`src/shared/psm_consts.svh`:
```
// offsets, field positions, reset values and timing counts of the power-saving control block
`ifndef PSM_CONSTS_SVH
`define PSM_CONSTS_SVH

// ****************************************
// register offsets
// ****************************************
`define PSM_ADDR_W 4
`define PSM_DATA_W 16
`define PSM_OFF_OSC_CTL 4'h0
`define PSM_OFF_RST_CTL 4'h1
`define PSM_OFF_CLK_DIV 4'h2
`define PSM_OFF_MOD_DIS 4'h3
`define PSM_OFF_STOP_IDLE 4'h4
`define PSM_OFF_STATUS 4'h5

// ****************************************
// field positions
// ****************************************
`define PSM_NOSC_HI 10
`define PSM_NOSC_LO 8
`define PSM_REG_STBY_BIT 8
`define PSM_LP_REG_BIT 9
`define PSM_DOZE_EN_BIT 11
`define PSM_RATIO_HI 14
`define PSM_RATIO_LO 12
`define PSM_ROI_BIT 15
`define PSM_ST_SLEEP_BIT 0
`define PSM_ST_IDLE_BIT 1
`define PSM_ST_DOZE_BIT 2
`define PSM_ST_OSC_LO 3
`define PSM_ST_MODE_LO 6

// ****************************************
// reset values and timing counts
// ****************************************
`define PSM_OSC_RST 3'h0
`define PSM_RATIO_RST 3'h0
`define PSM_NUM_PERIPH 16
`define PSM_RESUME_CYC 2'h3
`define PSM_ROI_TICKS 2'h2

`endif

```
`src/shared/psm_pkg.sv`:
```
// types shared by the power-saving control block
package psm_pkg;

  // ****************************************
  // controller states
  // ****************************************
  typedef enum logic [2:0] {
    st_run,
    st_enter,
    st_sleep,
    st_idle,
    st_wake
  } psm_state_t;

  // ****************************************
  // carriers
  // ****************************************
  typedef struct packed {
    logic irq;
    logic wdt_timeout;
  } psm_wake_t;

  typedef struct packed {
    logic wdt_en;
    logic fail_safe_clock_monitor_en;
    logic cfg_locked;
  } psm_cfg_t;

  typedef struct packed {
    logic sysclk_on;
    logic low_rate_rc_oscillator_on;
    logic fail_safe_clock_monitor_run;
    logic reg_standby;
    logic lp_regulator;
  } psm_pwr_t;

endpackage

```
`src/logic/psm_power_saving_mode_control.sv`:
```
// power-saving mode controller: sleep, idle, cpu slowdown and module disable gating
`include "psm_consts.svh"
module psm_power_saving_mode_control #(
  parameter int NUM_PERIPH = `PSM_NUM_PERIPH,
  parameter logic [NUM_PERIPH-1:0] PERIPH_PRESENT = '1
) (
  // clock and reset
  input logic core_clk,
  input logic sys_rst,
  // register port
  input logic [`PSM_ADDR_W-1:0] reg_addr,
  input logic [`PSM_DATA_W-1:0] reg_wdata,
  input logic reg_wr,
  input logic reg_rd,
  output logic [`PSM_DATA_W-1:0] reg_rdata,
  // cpu core and wake sources
  input logic power_save_instruction_exec,
  input logic power_save_instruction_sleep,
  input psm_pkg::psm_wake_t wake_in,
  input psm_pkg::psm_cfg_t cfg_in,
  // cpu clocking
  output logic cpu_clk_en,
  output logic cpu_resume,
  output logic resume_isr,
  output logic wdt_clear,
  // clock sources and regulators
  output psm_pkg::psm_pwr_t pwr_out,
  output logic [2:0] active_osc,
  // peripheral enables
  output logic [NUM_PERIPH-1:0] periph_on
);
  // ****************************************
  // declarations
  // ****************************************
  psm_pkg::psm_state_t state_reg;
  logic mode_sleep_reg, irq_held_reg, roi_pend_reg;
  logic [1:0] resume_cnt_reg, roi_ticks_reg, sleep_mode_code;
  logic [2:0] new_oscillator_select_reg, doze_ratio_reg, active_osc_reg;
  logic regulator_standby_control_reg, low_power_regulator_enable_reg, cpu_slowdown_enable_reg;
  logic return_on_interrupt_reg, cpu_clk_en_reg, cpu_resume_reg, resume_isr_reg, wdt_clear_reg;
  logic [NUM_PERIPH-1:0] module_disable_reg, module_disable_eff_reg, stop_in_idle_bit_reg, periph_on_reg;
  logic [6:0] doze_cnt_reg, doze_mask;
  psm_pkg::psm_pwr_t pwr_reg;
  logic [`PSM_DATA_W-1:0] rdata_reg, rd_mux;
  logic wr_osc, wr_rst, wr_div, wr_dis, wr_stop_in_idle_bit;
  logic wake_any, entering, doze_tick, roi_done;
  // ratio code n means divide by 2**n
  function automatic logic [6:0] ratio_mask(input logic [2:0] code);
    logic [7:0] one_hot;
    one_hot = 8'h01 << code;
    return 7'(one_hot - 8'h01);
  endfunction
  // ****************************************
  // decode
  // ****************************************
  assign wr_osc = reg_wr && (reg_addr == `PSM_OFF_OSC_CTL);
  assign wr_rst = reg_wr && (reg_addr == `PSM_OFF_RST_CTL);
  assign wr_div = reg_wr && (reg_addr == `PSM_OFF_CLK_DIV);
  assign wr_dis = reg_wr && (reg_addr == `PSM_OFF_MOD_DIS);
  assign wr_stop_in_idle_bit = reg_wr && (reg_addr == `PSM_OFF_STOP_IDLE);
  assign entering = (state_reg == psm_pkg::st_run) && power_save_instruction_exec;
  assign wake_any = wake_in.irq || wake_in.wdt_timeout || irq_held_reg;
  assign doze_mask = ratio_mask(doze_ratio_reg);
  assign doze_tick = (doze_cnt_reg >= doze_mask); // a lowered ratio never waits for a counter wrap
  assign roi_done = roi_pend_reg && doze_tick && (roi_ticks_reg == `PSM_ROI_TICKS - 2'h1);
  assign sleep_mode_code = {low_power_regulator_enable_reg, ~regulator_standby_control_reg};
  // ****************************************
  // mode sequencer
  // ****************************************
  always_ff @(posedge core_clk) begin
    if (sys_rst) begin
      state_reg <= psm_pkg::st_run;
      mode_sleep_reg <= 1'b0;
    end else begin
      case (state_reg)
        psm_pkg::st_run: begin
          if (power_save_instruction_exec) begin
            state_reg <= psm_pkg::st_enter;
            mode_sleep_reg <= power_save_instruction_sleep;
          end
        end
        psm_pkg::st_enter: state_reg <= mode_sleep_reg ? psm_pkg::st_sleep : psm_pkg::st_idle;
        psm_pkg::st_sleep, psm_pkg::st_idle: begin
          if (wake_any) begin
            state_reg <= psm_pkg::st_wake;
          end
        end
        psm_pkg::st_wake: begin
          if (resume_cnt_reg == `PSM_RESUME_CYC - 2'h1) begin
            state_reg <= psm_pkg::st_run;
          end
        end
        default: state_reg <= psm_pkg::st_run;
      endcase
    end
  end
  // interrupt during entry is kept until the wake state is reached
  always_ff @(posedge core_clk) begin
    if (sys_rst) begin
      irq_held_reg <= 1'b0;
    end else if (state_reg == psm_pkg::st_enter && wake_in.irq) begin
      irq_held_reg <= 1'b1;
    end else if (state_reg == psm_pkg::st_wake) begin
      irq_held_reg <= 1'b0;
    end
  end
  // ****************************************
  // wake-up and resume
  // ****************************************
  always_ff @(posedge core_clk) begin
    if (sys_rst) begin
      resume_cnt_reg <= 2'h0;
      cpu_resume_reg <= 1'b0;
      resume_isr_reg <= 1'b0;
    end else begin
      cpu_resume_reg <= 1'b0;
      if (state_reg == psm_pkg::st_wake) begin
        resume_cnt_reg <= resume_cnt_reg + 2'h1;
        if (resume_cnt_reg == `PSM_RESUME_CYC - 2'h1) begin
          cpu_resume_reg <= 1'b1;
        end
      end else begin
        resume_cnt_reg <= 2'h0;
      end
      if ((state_reg == psm_pkg::st_sleep || state_reg == psm_pkg::st_idle) && wake_any) begin
        resume_isr_reg <= wake_in.irq || irq_held_reg;
      end
    end
  end

  // watchdog count cleared in the cycle before the low-power state
  always_ff @(posedge core_clk) begin
    if (sys_rst) begin
      wdt_clear_reg <= 1'b0;
    end else begin
      wdt_clear_reg <= entering && cfg_in.wdt_en;
    end
  end

  // ****************************************
  // software registers
  // ****************************************
  always_ff @(posedge core_clk) begin
    if (sys_rst) begin
      new_oscillator_select_reg <= `PSM_OSC_RST;
    end else if (wr_osc && !cfg_in.cfg_locked) begin
      new_oscillator_select_reg <= reg_wdata[`PSM_NOSC_HI:`PSM_NOSC_LO];
    end
  end

  always_ff @(posedge core_clk) begin
    if (sys_rst) begin
      regulator_standby_control_reg <= 1'b0;
      low_power_regulator_enable_reg <= 1'b0;
    end else if (wr_rst) begin
      regulator_standby_control_reg <= reg_wdata[`PSM_REG_STBY_BIT];
      low_power_regulator_enable_reg <= reg_wdata[`PSM_LP_REG_BIT];
    end
  end

  // hardware return-on-interrupt clear loses to a same-cycle software write
  always_ff @(posedge core_clk) begin
    if (sys_rst) begin
      cpu_slowdown_enable_reg <= 1'b0;
      return_on_interrupt_reg <= 1'b0;
      doze_ratio_reg <= `PSM_RATIO_RST;
    end else if (wr_div) begin
      cpu_slowdown_enable_reg <= reg_wdata[`PSM_DOZE_EN_BIT];
      return_on_interrupt_reg <= reg_wdata[`PSM_ROI_BIT];
      doze_ratio_reg <= reg_wdata[`PSM_RATIO_HI:`PSM_RATIO_LO];
    end else if (roi_done) begin
      cpu_slowdown_enable_reg <= 1'b0;
    end
  end

  always_ff @(posedge core_clk) begin
    if (sys_rst) begin
      module_disable_reg <= '0;
      stop_in_idle_bit_reg <= '0;
    end else begin
      if (wr_dis) begin
        module_disable_reg <= reg_wdata[NUM_PERIPH-1:0];
      end
      if (wr_stop_in_idle_bit) begin
        stop_in_idle_bit_reg <= reg_wdata[NUM_PERIPH-1:0];
      end
    end
  end

  // ****************************************
  // cpu slowdown divider
  // ****************************************
  // divider runs from the system clock so peripherals never see the slowdown
  always_ff @(posedge core_clk) begin
    if (sys_rst) begin
      doze_cnt_reg <= 7'h00;
    end else if (doze_tick) begin
      doze_cnt_reg <= 7'h00;
    end else begin
      doze_cnt_reg <= doze_cnt_reg + 7'h01;
    end
  end

  always_ff @(posedge core_clk) begin
    if (sys_rst) begin
      roi_pend_reg <= 1'b0;
      roi_ticks_reg <= 2'h0;
    end else if (!cpu_slowdown_enable_reg || roi_done) begin
      roi_pend_reg <= 1'b0;
      roi_ticks_reg <= 2'h0;
    end else if (!roi_pend_reg) begin
      roi_pend_reg <= return_on_interrupt_reg && wake_in.irq;
    end else if (doze_tick) begin
      roi_ticks_reg <= roi_ticks_reg + 2'h1;
    end
  end

  // cpu clock enable: every cycle at full speed, one per divided period otherwise
  always_ff @(posedge core_clk) begin
    if (sys_rst) begin
      cpu_clk_en_reg <= 1'b0;
    end else begin
      cpu_clk_en_reg <= (state_reg == psm_pkg::st_run) && !entering &&
                        (!cpu_slowdown_enable_reg || doze_tick);
    end
  end

  // ****************************************
  // clock sources and regulators
  // ****************************************
  always_ff @(posedge core_clk) begin
    if (sys_rst) begin
      pwr_reg <= '0;
    end else begin
      pwr_reg.sysclk_on <= (state_reg != psm_pkg::st_sleep);
      pwr_reg.fail_safe_clock_monitor_run <= cfg_in.fail_safe_clock_monitor_en && (state_reg != psm_pkg::st_sleep);
      if (state_reg == psm_pkg::st_sleep) begin
        pwr_reg.low_rate_rc_oscillator_on <= cfg_in.wdt_en;
      end else begin
        pwr_reg.low_rate_rc_oscillator_on <= cfg_in.wdt_en || cfg_in.fail_safe_clock_monitor_en;
      end
      pwr_reg.reg_standby <= (state_reg == psm_pkg::st_sleep) && !regulator_standby_control_reg;
      pwr_reg.lp_regulator <= (state_reg == psm_pkg::st_sleep) && low_power_regulator_enable_reg;
    end
  end

  // source only switches while running, so sleep resumes on the entry source
  always_ff @(posedge core_clk) begin
    if (sys_rst) begin
      active_osc_reg <= `PSM_OSC_RST;
    end else if (state_reg == psm_pkg::st_run) begin
      active_osc_reg <= new_oscillator_select_reg;
    end
  end

  // ****************************************
  // peripheral gating
  // ****************************************
  // new disable pattern applied at the next instruction cycle boundary
  always_ff @(posedge core_clk) begin
    if (sys_rst) begin
      module_disable_eff_reg <= '0;
    end else if (cpu_clk_en_reg) begin
      module_disable_eff_reg <= module_disable_reg;
    end
  end

  for (genvar i = 0; i < NUM_PERIPH; i++) begin : g_periph
    always_ff @(posedge core_clk) begin
      if (sys_rst) begin
        periph_on_reg[i] <= 1'b0;
      end else begin
        periph_on_reg[i] <= PERIPH_PRESENT[i] && !module_disable_eff_reg[i] &&
                            (state_reg != psm_pkg::st_sleep) &&
                            !((state_reg == psm_pkg::st_idle) && stop_in_idle_bit_reg[i]);
      end
    end
  end

  // ****************************************
  // read back
  // ****************************************
  always_comb begin
    rd_mux = '0;
    case (reg_addr)
      `PSM_OFF_OSC_CTL: rd_mux[`PSM_NOSC_HI:`PSM_NOSC_LO] = new_oscillator_select_reg;
      `PSM_OFF_RST_CTL: begin
        rd_mux[`PSM_REG_STBY_BIT] = regulator_standby_control_reg;
        rd_mux[`PSM_LP_REG_BIT] = low_power_regulator_enable_reg;
      end
      `PSM_OFF_CLK_DIV: begin
        rd_mux[`PSM_ROI_BIT] = return_on_interrupt_reg;
        rd_mux[`PSM_RATIO_HI:`PSM_RATIO_LO] = doze_ratio_reg;
        rd_mux[`PSM_DOZE_EN_BIT] = cpu_slowdown_enable_reg;
      end
      `PSM_OFF_MOD_DIS: rd_mux[NUM_PERIPH-1:0] = module_disable_reg;
      `PSM_OFF_STOP_IDLE: rd_mux[NUM_PERIPH-1:0] = stop_in_idle_bit_reg;
      `PSM_OFF_STATUS: begin
        rd_mux[`PSM_ST_SLEEP_BIT] = (state_reg == psm_pkg::st_sleep);
        rd_mux[`PSM_ST_IDLE_BIT] = (state_reg == psm_pkg::st_idle);
        rd_mux[`PSM_ST_DOZE_BIT] = cpu_slowdown_enable_reg;
        rd_mux[`PSM_ST_OSC_LO+2:`PSM_ST_OSC_LO] = active_osc_reg;
        rd_mux[`PSM_ST_MODE_LO+1:`PSM_ST_MODE_LO] = sleep_mode_code;
      end
      default: rd_mux = '0;
    endcase
  end

  // data only in the cycle after the read strobe
  always_ff @(posedge core_clk) begin
    if (sys_rst) begin
      rdata_reg <= '0;
    end else begin
      rdata_reg <= reg_rd ? rd_mux : '0;
    end
  end

  assign reg_rdata = rdata_reg;
  assign cpu_clk_en = cpu_clk_en_reg;
  assign cpu_resume = cpu_resume_reg;
  assign resume_isr = resume_isr_reg;
  assign wdt_clear = wdt_clear_reg;
  assign pwr_out = pwr_reg;
  assign active_osc = active_osc_reg;
  assign periph_on = periph_on_reg;
endmodule

```
`config.mk`:
```
export PLATFORM = sky130hd
export DESIGN_NAME = psm_power_saving_mode_control
export DESIGN_NICKNAME = d
export VERILOG_FILES = /design/src/shared/psm_pkg.sv /design/src/logic/psm_power_saving_mode_control.sv
export VERILOG_INCLUDE_DIRS = /design/src /design/src/shared
export SDC_FILE = /design/constraint.sdc
export NUM_CORES = 1
export LEC_CHECK = 0
export ABC_AREA = 1
export BUFFER_PORTS_ARGS = -buffer_cell sky130_fd_sc_hd__buf_4
export CAP_MARGIN = 20
export CORE_MARGIN = 4
export CORE_UTILIZATION = 50
export CTS_BUF_LIST = sky130_fd_sc_hd__clkbuf_16
export CTS_CLUSTER_DIAMETER = 30
export DETAILED_ROUTE_END_ITERATION = 12
export PLACE_DENSITY_LB_ADDON = 0.08
export REMOVE_ABC_BUFFERS = 1
export SYNTH_ARGS = -nofsm -noshare
export SYNTH_HDL_FRONTEND = slang
export SYNTH_SLANG_ARGS = --single-unit
```
`constraint.sdc`:
```
create_clock -name core_clk -period 2.02 [get_ports core_clk]
set_input_delay 0.101 -clock core_clk [delete_from_list [all_inputs] [get_ports core_clk]]
set_output_delay 0.101 -clock core_clk [all_outputs]
set_load 0.02 [all_outputs]
```
==> flow_metrics.tcl, run 1 <==
set metrics [dict create \
    crit_path_start_kind "flip-flop" \
    synth_cells 571 \
    yosys.area_share.simple_pct 15.9 \
    die_area_sq_um 10700 \
    cp_num_buf_inv 2 \
    critPathSlowestCell "dfxtp_4" \
    worst_pin_slew_ns 0.641 \
    fin_nets 720 \
    critPathTopFamily "simple AND/OR/NAND/NOR gates" \
    insertedDiodeCount 0 \
    final.setup_skew_ns 0.00509 \
    clk_path_buf_depth 2 \
    violations "negative setup slack" \
    finish.instance_area_sq_um 6160 \
    synth-seq-cells 119 \
    numClockSinks 119 \
    root_buffer "clkbuf_16" \
    place.gp.congestion 0.801 \
    clk_latency_ns 0.41 \
    async_flop_share_pct 0 \
    yosysUniqueCellTypes 26 \
    path_clk_slew_ns 0.05 \
    initial_utilization_pct 51.8 \
    power.total_w 0.00689 \
    fin_util_pct 70.0 \
    wire_per_inst_um 14.6 \
    grt_pass1_wl_um 18800 \
    end_kind "flip-flop" \
    synth_area_leaders "dfxtp_1 (52%), o21ai_0 (8.2%), a21oi_1 (7.2%)" \
    num_rows 34 \
    synth_xor_area_share_pct 1.15 \
    drt-total-wl_um 11700 \
    critPathMaxStageDelay_ns 0.36 \
    crit_top_cell "nand2_2" \
    leakagePower_nw 2.62 \
    grt_setup_unrepaired "yes" \
    grt_max_degree 35 \
    synth_top_family_by_area "compound AO/OA/AOI/OAI gates" \
    grt_usage_pct 22.8 \
    cap_violations 0 \
    antenna_found_initial 0 \
    max-vdd-ir-drop_uv 621 \
    fmax_ghz 0.477 \
    dp.cells 745 \
    path_class "flip-flop to flip-flop" \
    period_minus_slack_ns 2.10 \
    setup_violations 10 \
    ys_warn_count 0 \
    synth_area_per_cell_sq_um 7.98 \
    path_max_fanout 5 \
    final_cells 799 \
    grt_overflow 0 \
    drive_gt1_share_pct 22.7 \
    dpl.hpwl_um 7320 \
    timing.final.crit_share_pct 104 \
    h-tree-depth 4 \
    hold_violations 0 \
    crit_arrival_ns 2.44 \
    portBuffers 74 \
    grt_pass1_vias 4007 \
    synth_mux_area_share_pct 0 \
    synth_top_area_share_pct 52.3 \
    vias 4216 \
    cp_cell_sequence "nor2_4, nand2_2, ha_4, buf_4, xor2_1, ha_1, a21oi_1, nand2_2, nand2_2, nand2_4, nand2_2, nand2_1, nand2_1, inv_1, nor2_1" \
    setup_ws_ns -0.0773 \
    min_path_type "input pin to flip-flop" \
    relSlewSlack_pct 57.1 \
    die_x_um 103 \
    first_pass_iters 5 \
    ys.flop_type "dfxtp_1" \
    drtIter0Drc 242 \
    syn-cell-area_sq_um 4560 \
    fill_cells 689 \
    numCtsBuffers 17 \
    synth_edf_count 0 \
    drc 0 \
    design.core.area_sq_um 8810 \
    dpl-instance-area_sq_um 5250 \
    chipHeight_um 103 \
    syn_to_final_growth_pct 35.2 \
    synthAdderAreaFrac_pct 3.02 \
    status "finished with violations" \
    power_density_nw_per_um2 1120 \
    ant_nets 0 \
    ys_seq_area_share_pct 52.3 \
    yosysTopAreaCell "dfxtp_1" \
    maxSlewViolCount 0 \
    synth_compound_area_share_pct 18.2 \
    cp.required_ns 2.36 \
    vias_per_cell 5.28 \
    cts_tree "yes" \
    io_pins 75 \
]
==> cells in the final DEF (no fill, tap or decap), types with 2 or more instances in the layout <==
cell and instances:
xor2_1 4, dfxtp_4 2, buf_4 94, nand2_1 47, nand2_2 9, o21ai_0 74
nor2_4 3, nor3_1 28, o221ai_1 4, inv_1 85, dlygate4sd3_1 16, dfxtp_1 116
nor2_1 59, inv_6 3, ha_1 10, nand3_1 9, clkbuf_16 17, a21oi_1 64
clkinv_4 2, nand3_2 5, inv_2 3, nor2_2 3, clkinvlp_4 5, xnor2_1 2
bufinv_16 3, nand3b_1 2, o22ai_1 12
==> through the flow <==
stage / setup WS [ns] / setup TNS, ns / hold slack (ns)
after floorplan: -0.163 / -1.13 / 0.170
after CTS: -0.0554 / -0.152 / 0.00149
final: -0.0773 / -0.409 / 0.00678
after global placement: -0.119 / -0.719 / 0.336
after global routing: -0.220 / -1.95 / 0.0127
after detailed placement: -0.247 / -2.28 / 0.346
==> cell families after synthesis <==
group,Yosys count
xor+xnor,6
flops,119
simple gates,168
buf+inv,109
compound gates,158
fa+ha+maj,11
==> worst paths after layout <==
path | slack, ns | start | cells past startpoint | to
worst max-delay path | -0.08 | doze_ratio_reg[0] | 15 | roi_ticks_reg[0]
worst min-delay path | 0.007 | reg_wdata[3] | 3 | module_disable_reg[3]
worst max register to register | -0.08 | doze_ratio_reg[0] | 15 | roi_ticks_reg[0]
worst min register to register | 0.41 | module_disable_eff_reg[10] | 1 | periph_on[10]
==> synth_stat cells, types with 4 or more instances <==
cell type	number
nand3_1	13
o221ai_1	4
a21oi_1	66
o21ai_0	75
xor2_1	4
buf_2	8
o22ai_1	12
ha_1	11
dfxtp_1	119
nor3_1	28
clkbuf_1	11
inv_1	87
nand2_1	55
nor2_1	61
==> worst min-delay path: stages <==
cell and delay [ns]:
buf_4 0.09, o21ai_0 0.07, a21oi_1 0.11
==> repair_timing <==
item | CTS | global route
buffers inserted | 4 | 2
pin swaps | 15 | 11
hold buffers | 16 | 0
setup endpoints to repair | 12 | 12
hold endpoints to repair | 24 | 0
gates resized for setup | 21 | 11
==> routing by layer <==
| layer | track usage, % | wire length [um] | up-vias |
|---|---|---|---|
| met2 | 35.7 | 5440 | 162 |
| met5 | 0 | 0 | - |
| met1 | 29.5 | 5230 | 1947 |
| met4 | 8.76 | 192 | 0 |
| li1 | - | - | 2086 |
| met3 | 6.98 | 830 | 21 |
==> report_power, final <==
part,switching (W),internal (W)
clock,0.00110,0.00194
combinational,0.000691,0.000439
sequential,0.000120,0.00260
total,0.00191,0.00498
==> layout make-up <==
class,instances,area (sq um),share of cell area [%]
clock buffer,17,425,6.90
sequential,119,2390,38.8
timing repair buffer,110,866,14.0
clock inverter,15,179,2.90
tap,108,135,2.19
inverter,87,327,5.30
multi-input combinational,343,1840,29.9
(Power assumes the default switching activity.)
==> run 2: changes to the inputs <==
CAP_MARGIN = 25   (was 20)
CORE_ASPECT_RATIO = 0.8   (was not set)
CTS_CLUSTER_SIZE = 28   (was not set)
==> flow_metrics.tcl, run 2 (synthesized netlist as in run 1, its figures left out) <==
set metrics [dict create \
    status "finished with violations" \
    violations "negative setup slack" \
    crit_path_start_kind "flip-flop" \
    power.total_w 0.00694 \
    numClockSinks 119 \
    clk_path_buf_depth 2 \
    layout_commonest_cell "dfxtp_1" \
    grt_setup_unrepaired "yes" \
    vias_per_cell 5.22 \
    grt_overflow 0 \
    worst_pin_slew_ns 0.513 \
    num_rows 30 \
    vias 4164 \
    io_pins 75 \
    dpl-instance-area_sq_um 5250 \
    max-vdd-ir-drop_uv 824 \
    grt_pass1_vias 4133 \
    h-tree-depth 4 \
    path_class "flip-flop to flip-flop" \
    clk_latency_ns 0.40 \
    cts_tree "yes" \
    leakagePower_nw 2.62 \
    die_area_sq_um 10700 \
    timing.final.crit_share_pct 105 \
    whs_ns 0.0110 \
    drt-total-wl_um 11800 \
    wl_met1_um 5170 \
    path_clk_slew_ns 0.05 \
    grt_usage_pct 22.9 \
    crit_arrival_ns 2.46 \
    numCtsBuffers 17 \
    fmax_ghz 0.472 \
    wl_met2_um 5480 \
    cap_violations 0 \
    drive_gt1_share_pct 21.6 \
    maxUsedRoutingLayer "met4" \
    relSlewSlack_pct 65.7 \
    period_minus_slack_ns 2.12 \
    drc 0 \
    initial_utilization_pct 52.6 \
    grt_max_degree 58 \
    min_path_type "input pin to flip-flop" \
    dp.cells 747 \
    wire_per_inst_um 14.8 \
    setup_ws_ns -0.0968 \
    place.gp.congestion 0.810 \
    finish.instance_area_sq_um 6160 \
    power_density_nw_per_um2 1130 \
    ant_nets 0 \
    final.setup_skew_ns 0.00407 \
    drtIter0Drc 217 \
    maxSlewViolCount 0 \
    design.core.area_sq_um 8670 \
    setup_violations 8 \
    final_cells 797 \
    fin_nets 714 \
    chipHeight_um 93.4 \
    first_pass_iters 6 \
    cp.required_ns 2.36 \
    final_cell_mix "dfxtp_1 (116), inv_1 (85), buf_4 (85), o21ai_0 (74), a21oi_1 (62)" \
    hold_violations 0 \
    insertedDiodeCount 0 \
    portBuffers 74 \
    syn_to_final_growth_pct 35.2 \
    dr_wl_met3_um 948 \
    path_max_fanout 5 \
    root_buffer "clkbuf_16" \
    fin_util_pct 71.1 \
    antenna_found_initial 0 \
    end_kind "flip-flop" \
    grt_pass1_wl_um 19500 \
    die_x_um 115 \
    dpl.hpwl_um 7520 \
]
[run 2: cell types whose count changed in the layout (fill, tap and decap cells not counted), moves of 2 or more]
cell	previous run	this run
buf_4	94	85
clkinvlp_4	5	2
inv_6	3	0
a21oi_1	64	62
a21oi_2	1	3
clkinv_1	1	3
clkinv_2	0	2
nand2_2	9	7
[run 2: final cells by class]
cell class / instances / area, sq um
Clock buffer: 17 / 425
Clock inverter: 15 / 186
Fill cell: 686 / 2510
Inverter: 87 / 327
Multi-Input combinational cell: 343 / 1860
Sequential cell: 119 / 2390
Tap cell: 112 / 140
Timing Repair Buffer: 104 / 840
[run 2: final timing paths]
| check | slack, ns | cells after the start | to | startpoint |
|---|---|---|---|---|
| setup / recovery | -0.1 | 16 | roi_ticks_reg[0] | doze_ratio_reg[0] |
| hold / removal | 0.01 | 3 | module_disable_reg[6] | reg_wdata[6] |
| setup reg to reg | -0.1 | 16 | roi_ticks_reg[0] | doze_ratio_reg[0] |
| hold reg to reg | 0.41 | 1 | resume_cnt_reg[0] | resume_cnt_reg[0] |
[run 2: critical path, stage by stage (launching register included)]
cell and delay, ns:
dfxtp_4 0.36, nor2_4 0.14, nand2_4 0.08, ha_4 0.17
o21ai_4 0.06, a21oi_2 0.05, xor2_1 0.15, ha_1 0.32
nand2_2 0.10, inv_2 0.05, a21oi_4 0.18, nand2_4 0.09
nand2_2 0.07, nand2_1 0.05, nand2_1 0.06, inv_1 0.04
nor2_1 0.08
[run 2: power breakdown]
part	total, W	switching (W)	internal, W
Combinational	0.00113	0.000701	0.000432
Clock	0.00308	0.00104	0.00204
Sequential	0.00272	0.000122	0.00260
Total	0.00694	0.00186	0.00507
[run 2: what timing repair did]
action / CTS / global route
endpoints found under the hold margin: 24 / 0
resized for setup: 19 / 16
pin swaps: 11 / 10
endpoints found under the setup margin: 12 / 12
gates cloned: 0 / 0
buffers inserted: 1 / 0
hold buffers: 17 / 0
[run 2: through the flow]
| stage | TNS, ns | setup WS (ns) |
|---|---|---|
| floorplan | -1.13 | -0.163 |
| CTS | -0.256 | -0.0804 |
| global route | -1.61 | -0.249 |
| detailed placement | -2.01 | -0.237 |
| global placement | -0.658 | -0.115 |
| finish | -0.353 | -0.0968 |
[run 2: per-layer routing]
metal	track usage (%)	up-vias
met5	0	-
met4	7.43	0
met3	6.86	20
met2	35.9	155
met1	30.2	1920
li1	-	2069
==> run 3: changes to the inputs <==
CORE_UTILIZATION = 44   (was 50)
==> flow_metrics.tcl, run 3 (synthesized netlist as in run 1, its figures left out) <==
set metrics [dict create \
    die_area_sq_um 12100 \
    root_buffer "clkbuf_16" \
    syn_to_final_growth_pct 37.3 \
    vias 4153 \
    violations "negative setup slack" \
    p_int_w 0.00493 \
    status "finished with violations" \
    drt-total-wl_um 12100 \
    drc 0 \
    finalSetupTns_ns -0.132 \
    cp.required_ns 2.37 \
    dpl.hpwl_um 7910 \
    swShare_pct 27.0 \
    path_max_fanout 5 \
    h-tree-depth 4 \
    sequentialPowerShare_pct 40.2 \
    leakagePower_nw 2.66 \
    setup_ws_ns -0.0507 \
    crit_path_start_kind "flip-flop" \
    power.switching_w 0.00182 \
    dp.cells 775 \
    worst_pin_slew_ns 0.628 \
    maxSlewViolCount 0 \
    layout_commonest_cell "dfxtp_1" \
    r2r-start "doze_ratio_reg[1]" \
    grt_max_degree 46 \
    finish.instance_area_sq_um 6260 \
    io_pins 75 \
    grt_pass1_vias 3992 \
    setup_violations 4 \
    drive_gt1_share_pct 21.8 \
    final_cell_mix "dfxtp_1 (116), buf_4 (92), inv_1 (86), o21ai_0 (73), a21oi_1 (63)" \
    ant_nets 0 \
    dpl-instance-area_sq_um 5300 \
    power_frac_clock_pct 42.7 \
    final_cells 832 \
    numClockSinks 119 \
    die_x_um 122 \
    fin_util_pct 63.3 \
    place.gp.congestion 0.787 \
    fmax_ghz 0.483 \
    drtIter0Drc 241 \
    final.setup_skew_ns 0.00446 \
    timing.final.crit_share_pct 103 \
    design.core.area_sq_um 9890 \
    initial_utilization_pct 46.1 \
    clk_latency_ns 0.41 \
    startpoint "doze_ratio_reg[1]" \
    clk_path_buf_depth 2 \
    power_density_nw_per_um2 1080 \
    wire_per_inst_um 14.5 \
    power.total_w 0.00676 \
    insertedDiodeCount 0 \
    min_from "reg_wdata[2]" \
    min_path_type "input pin to flip-flop" \
    max-vdd-ir-drop_uv 590 \
    relSlewSlack_pct 58.0 \
    grt_overflow 0 \
    path_class "flip-flop to flip-flop" \
    cap_violations 0 \
    first_pass_iters 6 \
    antenna_found_initial 0 \
    numCtsBuffers 17 \
    chipHeight_um 99.1 \
    cts_tree "yes" \
    portBuffers 74 \
    fin_nets 726 \
    grt_usage_pct 20.4 \
    pwr-share-comb_pct 17.1 \
    grt_setup_unrepaired "yes" \
    end_kind "flip-flop" \
    vias_per_cell 4.99 \
    crit_arrival_ns 2.42 \
    hold_violations 0 \
    period_minus_slack_ns 2.07 \
    path_clk_slew_ns 0.05 \
    num_rows 32 \
    grt_pass1_wl_um 19200 \
]
==> run 3: cell types whose count changed in the layout (fill, tap and decap cells not counted), sizes merged <==
cell / previous run / this run
bufinv: 4 / 3
inv: 88 / 89
clkinv: 8 / 6
buf: 87 / 94
clkinvlp: 2 / 3
dlygate4sd3: 17 / 22
==> run 3: final timing paths <==
kind              cells after the start               endpoint  slack [ns]
hold reg to reg                       1          periph_on[15]        0.41
hold / removal                        3  module_disable_reg[2]        0.01
setup / recovery                     16       roi_ticks_reg[0]       -0.05
setup reg to reg                     16       roi_ticks_reg[0]       -0.05
==> run 3: critical path, stage by stage, from the launching register on <==
cell and delay [ns]:
dfxtp_4 0.36, nor2_4 0.12, buf_4 0.11, buf_4 0.09, buf_4 0.09, nand2_1 0.08, xnor2_2 0.19, ha_1 0.26
nand2_1 0.06, nand2_1 0.07, a21oi_4 0.17, nand2_4 0.10, nand2_4 0.08, nand2_1 0.05, nand2_1 0.06, inv_1 0.04
nor2_1 0.08
==> run 3: metrics by stage <==
step,setup slack [ns],hold WS [ns]
after global routing,-0.182,0.0310
after floorplan,-0.163,0.170
after CTS,-0.0723,0.00206
after detailed placement,-0.247,0.354
after global placement,-0.126,0.336
final,-0.0507,0.0101
==> run 3: layout make-up <==
class                      count  area (sq um)
sequential                   119          2390
clock inverter                14           143
fill                         861          3630
clock buffer                  17           425
multi-input combinational    343          1870
inverter                      87           327
timing repair buffer         116           933
tap                          136           170
==> run 3: per-layer routing <==
metal / share of wire, % / global-route usage, % / wire length [um] / up-vias
met5: 0 / 0 / 0 / -
met4: 1.3 / 6.37 / 154 / 0
met3: 8.4 / 6.48 / 1020 / 15
met2: 46 / 32.0 / 5530 / 136
met1: 44 / 26.9 / 5360 / 1913
li1: - / - / - / 2089
==> run 3: power groups by stage <==
stage / Clock (W) / Sequential (W) / Combinational (W)
after CTS: 0.00292 / 0.00272 / 0.00114
after global placement: 0 / 0.00275 / 0.00106
after global routing: 0.00305 / 0.00275 / 0.00128
final: 0.00289 / 0.00272 / 0.00115
after detailed placement: 0 / 0.00276 / 0.00107
after floorplan: 0 / 0.00293 / 0.000438
==> run 3: what timing repair did <==
action                     4_1_cts  5_1_grt
gates resized for setup         20       19
pin swaps                        9        9
hold buffers                    22        0
buffers inserted                 4        0
setup endpoints to repair       12       12
hold endpoints to repair        30        0
